## src/include/gripper_status_map.vh

```
`ifndef GRIPPER_STATUS_MAP_VH
`define GRIPPER_STATUS_MAP_VH

// ==========================================
// Serial word window holding the status bytes
`define STATUS_FIRST_WORD   16'h07D0
`define STATUS_WORD_COUNT   16'h0008
`define STATUS_BYTE_COUNT   16
`define WORD_PAD_BYTE       8'h00

// ==========================================
// Status byte offsets
`define BYTE_GRIPPER_STATE  4'h0
`define BYTE_CONTACT_STATE  4'h1
`define BYTE_FAULT_CODE     4'h2
`define BYTE_FIRST_TARGET   4'h3
`define BYTE_FIRST_POS      4'h4
`define BYTE_FIRST_CURRENT  4'h5
`define BYTE_SECOND_TARGET  4'h6
`define BYTE_SECOND_POS     4'h7
`define BYTE_SECOND_CURRENT 4'h8
`define BYTE_THIRD_TARGET   4'h9
`define BYTE_THIRD_POS      4'hA
`define BYTE_THIRD_CURRENT  4'hB
`define BYTE_SPREAD_TARGET  4'hC
`define BYTE_SPREAD_POS     4'hD
`define BYTE_SPREAD_CURRENT 4'hE
`define BYTE_UNUSED         4'hF

// ==========================================
// Two-bit field values, LSB is the first printed digit
`define INIT_RESET          2'h0
`define INIT_ACTIVATING     2'h1
`define INIT_MODE_CHANGE    2'h2
`define INIT_DONE           2'h3
`define MOTION_MOVING       2'h0
`define MOTION_SOME_EARLY   2'h1
`define MOTION_ALL_EARLY    2'h2
`define MOTION_ALL_REACHED  2'h3
`define AXIS_MOVING         2'h0
`define AXIS_CONTACT_OPEN   2'h1
`define AXIS_CONTACT_CLOSE  2'h2
`define AXIS_AT_TARGET      2'h3

// ==========================================
// Fault codes
`define FAULT_NONE          4'h0
`define FAULT_WAIT_ACT      4'h5
`define FAULT_WAIT_MODE     4'h6
`define FAULT_NO_ACT        4'h7
`define FAULT_COMM_BOOT     4'h9
`define FAULT_SPREAD_MINOR  4'hA
`define FAULT_RELEASE_RUN   4'hB
`define FAULT_ACT_FAIL      4'hD
`define FAULT_SPREAD_MAJOR  4'hE
`define FAULT_RELEASE_DONE  4'hF
`define FAULT_RESERVED_BITS 4'h0

// ==========================================
// Timing
`define CORE_CLK_HZ         32'd100000000
`define REFRESH_HZ          32'd200
`define SPREAD_LIMIT_SEC    32'd20

`endif

```

## src/rtl/gripper_status_register_bank.v

```verilog
`timescale 1ns/1ps
`include "gripper_status_map.vh"

module gripper_status_register_bank #(
    parameter [31:0] REFRESH_CYCLES = `CORE_CLK_HZ / `REFRESH_HZ,
    parameter [31:0] SPREAD_LIMIT_CYCLES = `CORE_CLK_HZ * `SPREAD_LIMIT_SEC
) (
    // Clock and reset
    input  wire        core_clk,
    input  wire        rst,
    // Command values seen by the core
    input  wire        activationRequest,
    input  wire [1:0]  graspModeRequest,
    input  wire        gotoRequest,
    input  wire [31:0] targetRequest,
    input  wire [31:0] forceRequest,
    // Axis measurements, axis k in byte k of the 32-bit buses and bit k of the 4-bit ones
    input  wire [31:0] axisPosition,
    input  wire [31:0] axisCurrent,
    input  wire [3:0]  contactHit,
    input  wire [3:0]  closingDir,
    input  wire [3:0]  atTarget,
    // Core condition flags
    input  wire        activationBusy,
    input  wire        modeChangeBusy,
    input  wire        activationFault,
    input  wire        commReady,
    input  wire        spreadInterference,
    input  wire        autoReleaseActive,
    input  wire        autoReleaseDone,
    // Status read port, one 16-bit word per request
    input  wire        rdReq,
    input  wire [15:0] regAddr,
    output reg  [15:0] rdData,
    output reg         rdAck,
    output reg         rdMiss,
    // Axis halt and fault indicator
    output wire [3:0]  axisHalt,
    output wire        faultSteady,
    output wire        faultBlinking
);

    // ==========================================
    // Per-axis contact hold
    // Scissor is held like a finger; only the motion summary leaves it out
    wire [7:0] contactByte;
    genvar     ax;

    generate
        for (ax = 0; ax < 4; ax = ax + 1) begin : axisGen
            axis_contact_hold holdUnit (
                .core_clk     (core_clk),
                .rst          (rst),
                .contactHit   (contactHit[ax]),
                .closingDir   (closingDir[ax]),
                .atTarget     (atTarget[ax]),
                .targetReq    (targetRequest[ax*8 +: 8]),
                .forceReq     (forceRequest[ax*8 +: 8]),
                .gotoRequest  (gotoRequest),
                .haltAxis     (axisHalt[ax]),
                .contactField (contactByte[ax*2 +: 2])
            );
        end
    endgenerate

    // ==========================================
    // Gripper state byte fields
    wire       gotoEcho;
    reg  [1:0] initState;
    reg  [1:0] motionState;
    wire [2:0] fingerHeld;
    wire [2:0] fingerSettled;

    // Go-to reads 0 while the core is busy with housekeeping
    // Busy flags come from the core on this clock, so no synchroniser
    assign gotoEcho = gotoRequest & ~activationBusy & ~modeChangeBusy & ~autoReleaseActive;

    // Initialization progress
    always @* begin
        if (!activationRequest || autoReleaseActive) begin
            initState = `INIT_RESET;
        end else if (activationBusy) begin
            initState = `INIT_ACTIVATING;
        end else if (modeChangeBusy) begin
            initState = `INIT_MODE_CHANGE;
        end else begin
            initState = `INIT_DONE;
        end
    end

    // Motion summary over the three fingers; scissor does not count
    assign fingerHeld    = axisHalt[2:0];
    assign fingerSettled = axisHalt[2:0] | atTarget[2:0];

    always @* begin
        if (!(&fingerSettled)) begin
            motionState = `MOTION_MOVING;
        end else if (fingerHeld == 3'b000) begin
            motionState = `MOTION_ALL_REACHED;
        end else if (&fingerHeld) begin
            motionState = `MOTION_ALL_EARLY;
        end else begin
            motionState = `MOTION_SOME_EARLY;
        end
    end

    // ==========================================
    // Scissor interference timer and major fault latch
    reg  [31:0] spreadCnt_reg;
    reg  [31:0] spreadCnt_next;
    reg  [3:0]  majorCode_reg;
    reg  [3:0]  majorCode_next;
    wire        spreadActive;
    wire        spreadExpired;

    // Interference outside a mode change is not timed and never escalates
    assign spreadActive  = spreadInterference & modeChangeBusy;
    assign spreadExpired = spreadActive & (spreadCnt_reg >= SPREAD_LIMIT_CYCLES);

    // Counter saturates so a stuck scissor keeps reading expired
    always @* begin
        if (!spreadActive) begin
            spreadCnt_next = 32'h00000000;
        end else if (spreadCnt_reg < SPREAD_LIMIT_CYCLES) begin
            spreadCnt_next = spreadCnt_reg + 32'h00000001;
        end else begin
            spreadCnt_next = spreadCnt_reg;
        end
    end

    // Major code holds until the controller drops activation; a new event wins
    always @* begin
        majorCode_next = majorCode_reg;
        if (autoReleaseDone) begin
            majorCode_next = `FAULT_RELEASE_DONE;
        end else if (spreadExpired) begin
            majorCode_next = `FAULT_SPREAD_MAJOR;
        end else if (activationFault) begin
            majorCode_next = `FAULT_ACT_FAIL;
        end else if (!activationRequest) begin
            majorCode_next = `FAULT_NONE;
        end
    end

    always @(posedge core_clk) begin
        if (rst) begin
            spreadCnt_reg <= 32'h00000000;
            majorCode_reg <= `FAULT_NONE;
        end else begin
            spreadCnt_reg <= spreadCnt_next;
            majorCode_reg <= majorCode_next;
        end
    end

    // ==========================================
    // Fault code selection: major, then priority, then minor
    // Priority codes need go-to high: they only explain a delayed motion
    reg  [3:0] faultField;
    reg        minorActive;

    always @* begin
        minorActive = 1'b0;
        if (majorCode_reg != `FAULT_NONE) begin
            faultField = majorCode_reg;
        end else if (gotoRequest && !activationRequest) begin
            faultField = `FAULT_NO_ACT;
        end else if (gotoRequest && activationBusy) begin
            faultField = `FAULT_WAIT_ACT;
        end else if (gotoRequest && modeChangeBusy) begin
            faultField = `FAULT_WAIT_MODE;
        end else if (autoReleaseActive) begin
            faultField  = `FAULT_RELEASE_RUN;
            minorActive = 1'b1;
        end else if (spreadActive) begin
            faultField  = `FAULT_SPREAD_MINOR;
            minorActive = 1'b1;
        end else if (!commReady) begin
            faultField  = `FAULT_COMM_BOOT;
            minorActive = 1'b1;
        end else begin
            faultField = `FAULT_NONE;
        end
    end

    // Indicator follows the published snapshot, not the live code
    // Only a level; the lamp driver makes the blink itself
    reg faultSteady_reg;
    reg faultBlinking_reg;

    assign faultSteady   = faultSteady_reg;
    assign faultBlinking = faultBlinking_reg;

    // ==========================================
    // Live status image, bytes assembled LSB first
    // Byte 15 pads the last word so every word read is full width
    reg [7:0] liveByte [0:`STATUS_BYTE_COUNT-1];

    always @* begin
        liveByte[`BYTE_GRIPPER_STATE]  = {motionState, initState, gotoEcho,
                                          graspModeRequest, activationRequest};
        liveByte[`BYTE_CONTACT_STATE]  = contactByte;
        liveByte[`BYTE_FAULT_CODE]     = {`FAULT_RESERVED_BITS, faultField};
        liveByte[`BYTE_FIRST_TARGET]   = targetRequest[7:0];
        liveByte[`BYTE_FIRST_POS]      = axisPosition[7:0];
        liveByte[`BYTE_FIRST_CURRENT]  = axisCurrent[7:0];
        liveByte[`BYTE_SECOND_TARGET]  = targetRequest[15:8];
        liveByte[`BYTE_SECOND_POS]     = axisPosition[15:8];
        liveByte[`BYTE_SECOND_CURRENT] = axisCurrent[15:8];
        liveByte[`BYTE_THIRD_TARGET]   = targetRequest[23:16];
        liveByte[`BYTE_THIRD_POS]      = axisPosition[23:16];
        liveByte[`BYTE_THIRD_CURRENT]  = axisCurrent[23:16];
        liveByte[`BYTE_SPREAD_TARGET]  = targetRequest[31:24];
        liveByte[`BYTE_SPREAD_POS]     = axisPosition[31:24];
        liveByte[`BYTE_SPREAD_CURRENT] = axisCurrent[31:24];
        liveByte[`BYTE_UNUSED]         = `WORD_PAD_BYTE;
    end

    // ==========================================
    // Periodic refresh; reads see a stable image between ticks
    // Default period sets the refresh rate; simulation overrides it with a short one
    reg  [31:0] refreshCnt_reg;
    reg  [7:0]  snapByte_reg [0:`STATUS_BYTE_COUNT-1];
    wire        refreshTick;
    integer     i;

    assign refreshTick = (refreshCnt_reg == 32'h00000000);

    always @(posedge core_clk) begin
        if (rst) begin
            refreshCnt_reg <= 32'h00000000;
        end else if (refreshCnt_reg >= REFRESH_CYCLES - 32'h00000001) begin
            refreshCnt_reg <= 32'h00000000;
        end else begin
            refreshCnt_reg <= refreshCnt_reg + 32'h00000001;
        end
    end

    // Snapshot taken on the first cycle after reset and every period after
    always @(posedge core_clk) begin
        if (rst) begin
            for (i = 0; i < `STATUS_BYTE_COUNT; i = i + 1) begin
                snapByte_reg[i] <= 8'h00;
            end
            faultSteady_reg   <= 1'b0;
            faultBlinking_reg <= 1'b0;
        end else if (refreshTick) begin
            for (i = 0; i < `STATUS_BYTE_COUNT; i = i + 1) begin
                snapByte_reg[i] <= liveByte[i];
            end
            faultSteady_reg   <= minorActive;
            faultBlinking_reg <= (faultField == majorCode_reg) && (majorCode_reg != `FAULT_NONE);
        end
    end

    // ==========================================
    // Word read port; there is no write path into the status image
    // A miss still answers with rdAck, so a poller never stalls
    wire [15:0] wordIdx;
    wire        wordHit;
    wire [3:0]  hiByteIdx;
    wire [3:0]  loByteIdx;

    assign wordIdx   = regAddr - `STATUS_FIRST_WORD;
    assign wordHit   = (regAddr >= `STATUS_FIRST_WORD) && (wordIdx < `STATUS_WORD_COUNT);
    assign hiByteIdx = {wordIdx[2:0], 1'b0};
    assign loByteIdx = {wordIdx[2:0], 1'b1};

    // Even byte in the high half, odd byte in the low half
    always @(posedge core_clk) begin
        if (rst) begin
            rdData <= 16'h0000;
            rdAck  <= 1'b0;
            rdMiss <= 1'b0;
        end else begin
            rdAck  <= rdReq;
            rdMiss <= rdReq & ~wordHit;
            if (rdReq && wordHit) begin
                rdData <= {snapByte_reg[hiByteIdx], snapByte_reg[loByteIdx]};
            end else if (rdReq) begin
                rdData <= 16'h0000;
            end
        end
    end

endmodule

```

## src/rtl/axis_contact_hold.v

```verilog
`timescale 1ns/1ps
`include "gripper_status_map.vh"

module axis_contact_hold (
    // Clock and reset
    input  wire       core_clk,
    input  wire       rst,
    // Axis motion inputs
    input  wire       contactHit,
    input  wire       closingDir,
    input  wire       atTarget,
    input  wire [7:0] targetReq,
    input  wire [7:0] forceReq,
    input  wire       gotoRequest,
    // Axis results
    output wire       haltAxis,
    output wire [1:0] contactField
);

    reg       held_reg;
    reg       closing_reg;
    reg       sawGotoLow_reg;
    reg [7:0] target_reg;
    reg [7:0] force_reg;
    wire      oppositeMove;
    wire      releaseNow;

    // ==========================================
    // Release conditions for a contact stop
    assign oppositeMove = closing_reg ? (targetReq < target_reg) : (targetReq > target_reg);
    assign releaseNow   = oppositeMove | (forceReq > force_reg) | (sawGotoLow_reg & gotoRequest);

    // Hold state; a new contact beats a same-cycle release
    always @(posedge core_clk) begin
        if (rst) begin
            held_reg       <= 1'b0;
            closing_reg    <= 1'b0;
            sawGotoLow_reg <= 1'b0;
            target_reg     <= 8'h00;
            force_reg      <= 8'h00;
        end else if (contactHit && gotoRequest) begin
            held_reg       <= 1'b1;
            closing_reg    <= closingDir;
            sawGotoLow_reg <= 1'b0;
            target_reg     <= targetReq;
            force_reg      <= forceReq;
        end else if (held_reg && releaseNow) begin
            held_reg       <= 1'b0;
            sawGotoLow_reg <= 1'b0;
        end else if (held_reg && !gotoRequest) begin
            sawGotoLow_reg <= 1'b1; // Only a clear then set re-arms
        end
    end

    // ==========================================
    // Per-axis contact field
    assign haltAxis     = held_reg;
    assign contactField = held_reg ? (closing_reg ? `AXIS_CONTACT_CLOSE : `AXIS_CONTACT_OPEN) :
                          atTarget ? `AXIS_AT_TARGET : `AXIS_MOVING;

endmodule

```

## config.mk

```make
export PLATFORM = sky130hd
export DESIGN_NAME = gripper_status_register_bank
export DESIGN_NICKNAME = d
export VERILOG_FILES = /design/src/rtl/gripper_status_register_bank.v /design/src/rtl/axis_contact_hold.v
export VERILOG_INCLUDE_DIRS = /design/src /design/src/include
export SDC_FILE = /design/constraint.sdc
export NUM_CORES = 1
export LEC_CHECK = 0
export BUFFER_PORTS_ARGS = -buffer_cell sky130_fd_sc_hd__buf_4
export CAP_MARGIN = 10
export CORE_MARGIN = 2
export CORE_UTILIZATION = 40
export CTS_CLUSTER_SIZE = 20
export DETAILED_ROUTE_END_ITERATION = 8
export PLACE_DENSITY_LB_ADDON = 0.1
export SYNTH_ARGS = -nofsm -noshare
export SYNTH_HDL_FRONTEND = slang
export SYNTH_HIERARCHICAL = 1
export SYNTH_SLANG_ARGS = --single-unit
```

## constraint.sdc

```tcl
create_clock -name core_clk -period 3.25 [get_ports core_clk]
set_input_delay 0.8125 -clock core_clk [delete_from_list [all_inputs] [get_ports core_clk]]
set_output_delay 0.8125 -clock core_clk [all_outputs]
set_load 0.05 [all_outputs]
```

==> summary.txt <==
outcome = completed
Final min period = 2400 ps
Post-synth EDFFs = 116
die area = 0.0354 mm^2
r2r endpoint = snapByte_reg[4][15]
WP data arrival = 2560 ps
Slew HR = 49.6%
peak fanout along the critical path = 60
CP Class = flip-flop to flip-flop
Synth area leaders = edfxtp_1 (26%), dfxtp_1 (24%), ha_1 (6.3%)
RSZ-0062 raised after global routing = false
Routed Antenna Nets = 0
synthesized flop and latch total = 279
clock sinks = 279
fillcell total = 3153
Synth cell types = 65
Synth Cell Area = 0.0135 mm^2
DR vias/cell = 4.97
input/output buffers = 193
largest net degree at the start of global routing = 151
CP required = 3420 ps
Avg Cell Area, Syn = 10.1 um^2
Area Overhead vs Synth = 22.3%
slew of the pin with the lowest slew margin = 757 ps
initial antenna violation count = 0
TritonCTS clock tree = done
htree depth = 2
reg-to-reg setup timing slack = 850 ps
Clk pin slew, worst setup/hold paths = 50 ps
PnR worst setup slack = 854 ps
total global-route track usage = 18.8%
max reg flops = 116
WL/cell = 16.5 um
DRC Markers = 0
global-route wire length before repair = 53.1 mm
Synth Flop Type = dfxtp_1
Tcrit/Tclk final = 73.7%
DIE HEIGHT = 188 um
synthesized instance count = 1345
DRT Wirelength = 33.1 mm
CTS Buf Count = 35
clk_skew = 9.92 ps
Root Buffer Master = clkbuf_16
dpl cell area = 0.0154 mm^2
static leakage = 6.24 nW
R2R depth = 7
vias in the first global route = 9815
CORE AREA = 0.0334 mm^2
most common cell after layout, fill and taps aside = buf_4
Bufs on Longest Clock Path = 3
commonest non-fill, non-tap cells in the layout = buf_4 (199), nand2_1 (180), dfxtp_1 (163)
worst slack at placement = 659 ps
post-cts resize count = 0
Reg2Reg Launch Point = refreshCnt_reg[0]
Hold Crit Class = flip-flop to flip-flop
detailed placer's ending HPWL = 23.4 mm
final instance area = 0.0166 mm^2
Max Cap Violations = 0
Die X = 188 um
grt ovf = 0
largest area contributor in the netlist = edfxtp_1
register area = 0.00675 mm^2
DRT iter0 DRCs = 608
sequential-to-total area share from yosys stat = 49.8%
layout cells sized above 1 = 21.2%
I/O Pins = 194
VDD IR max = 0.293 mV
Post-synth ARST share = 0%
Initial Util = 40.5%
nets = 1776
GP Congestion = 0.778
# setup viols final = 0
via count = 10000
# rows = 67
# hold bufs at CTS = 0
1st-pass router iterations = 5
Skew-Pair Late Insertion Delay = 500 ps
max-slew violations = 0
post-synth top area share = 25.7%
CP Launch Point = refreshCnt_reg[0]
post-CTS setup buffers = 0
multi-input logic area = 0.00622 mm^2
Cell Pwr Density = 513 mW/mm^2
startpoint types = flip-flop
endpoints failing hold = 0
crit path to = snapByte_reg[4][15]
fmax = 0.417 GHz
Fin Setup TNS = 0 ps
Synth Warn # = 6
Crit. End Element = flip-flop
[synthesized netlist by cell type, drive strengths merged, types with 2 or more instances]
cell and n:
nor2b 58, nor3b 4, dfxtp 163, or2 3, nor3 26, edfxtp 116
a21oi 134, inv 83, and2b 2, and2 75, o211ai 30, ha 68
and4 3, clkbuf 27, or4 2, xor2 28, and3 11, o31ai 6
nand4b 6, nand4 30, nand3 41, o22ai 9, a211oi 4, or3 9
nand2 186, o221ai 2, nor4 9, o21ai 38, nand2b 18, mux2 4
mux4 20, a31oi 3, nor2 60, buf 31, mux2i 14, xnor2 9
o21a 4
[report_power, final]
| part | internal (mW) | total (mW) | switching (mW) |
|---|---|---|---|
| clock network | 2.43 | 3.90 | 1.47 |
| logic | 0.357 | 0.756 | 0.399 |
| registers | 3.78 | 3.83 | 0.0541 |
| total | 6.57 | 8.49 | 1.92 |
[worst max-delay path, stage by stage, from the launching register on]
cell,delay [ps]
dfxtp_1,340
inv_1,70
ha_1,130
nor3b_1,260
nand3_1,170
nor3_1,510
or2_4,260
buf_12,300
[metal layers]
metal  global-route usage, %  up-vias  wire, um
li1                        -     5086         -
met1                    25.5     4653     15300
met2                    30.9      213     15600
met3                    3.16       54      1510
met4                    5.45        0       762
met5                       0        -         0
[cells by family after synthesis]
family / synth area share, %
other: 0.0277
AOI/OAI and AO/OA: 11.1
buffers and inverters: 4.65
and+or+nand+nor: 21.1
xor gates and xnor gates: 2.39
DFF: 49.8
adders and majority gates: 6.28
muxes: 4.69
[per-stage QoR]
stage / std cells / util (%) / power (mW) / hold slack [ps]
4_1_cts: 2012 / 49.5 / 8.63 / 455
6_report: 2013 / 49.5 / 8.49 / 452
3_5_place_dp: 1949 / 46.1 / 4.68 / 447
2_1_floorplan: 1357 / - / 4.34 / 436
3_3_place_gp: 1949 / 46.1 / 4.67 / 441
5_1_grt: 2012 / 49.5 / 8.83 / 471
[cell type report]
cell class | count | area share, %
Tap cell | 448 | 3.38
Timing Repair Buffer | 203 | 9.50
Inverter | 83 | 1.88
Clock inverter | 12 | 1.00
Antenna cell | 1 | 0.0151
Clock buffer | 51 | 5.97
Sequential cell | 279 | 40.7
Multi-Input combinational cell | 936 | 37.5
[worst min path at each step]
stage / to / cells past startpoint / slack (ps) / startpoint
final: axisGen[2].holdUnit/force_reg[6] / 2 / 450 / axisGen[2].holdUnit/force_reg[6]
after floorplan: axisGen[0].holdUnit/force_reg[1] / 2 / 440 / axisGen[0].holdUnit/force_reg[1]
after global placement: axisGen[1].holdUnit/force_reg[3] / 2 / 440 / axisGen[1].holdUnit/force_reg[3]
after global routing: axisGen[0].holdUnit/force_reg[6] / 2 / 470 / axisGen[0].holdUnit/force_reg[6]
after detailed placement: axisGen[2].holdUnit/force_reg[7] / 2 / 450 / axisGen[2].holdUnit/force_reg[7]
after CTS: axisGen[2].holdUnit/force_reg[7] / 2 / 460 / axisGen[2].holdUnit/force_reg[7]
No activity file was read; power rests on OpenSTA's default activity.
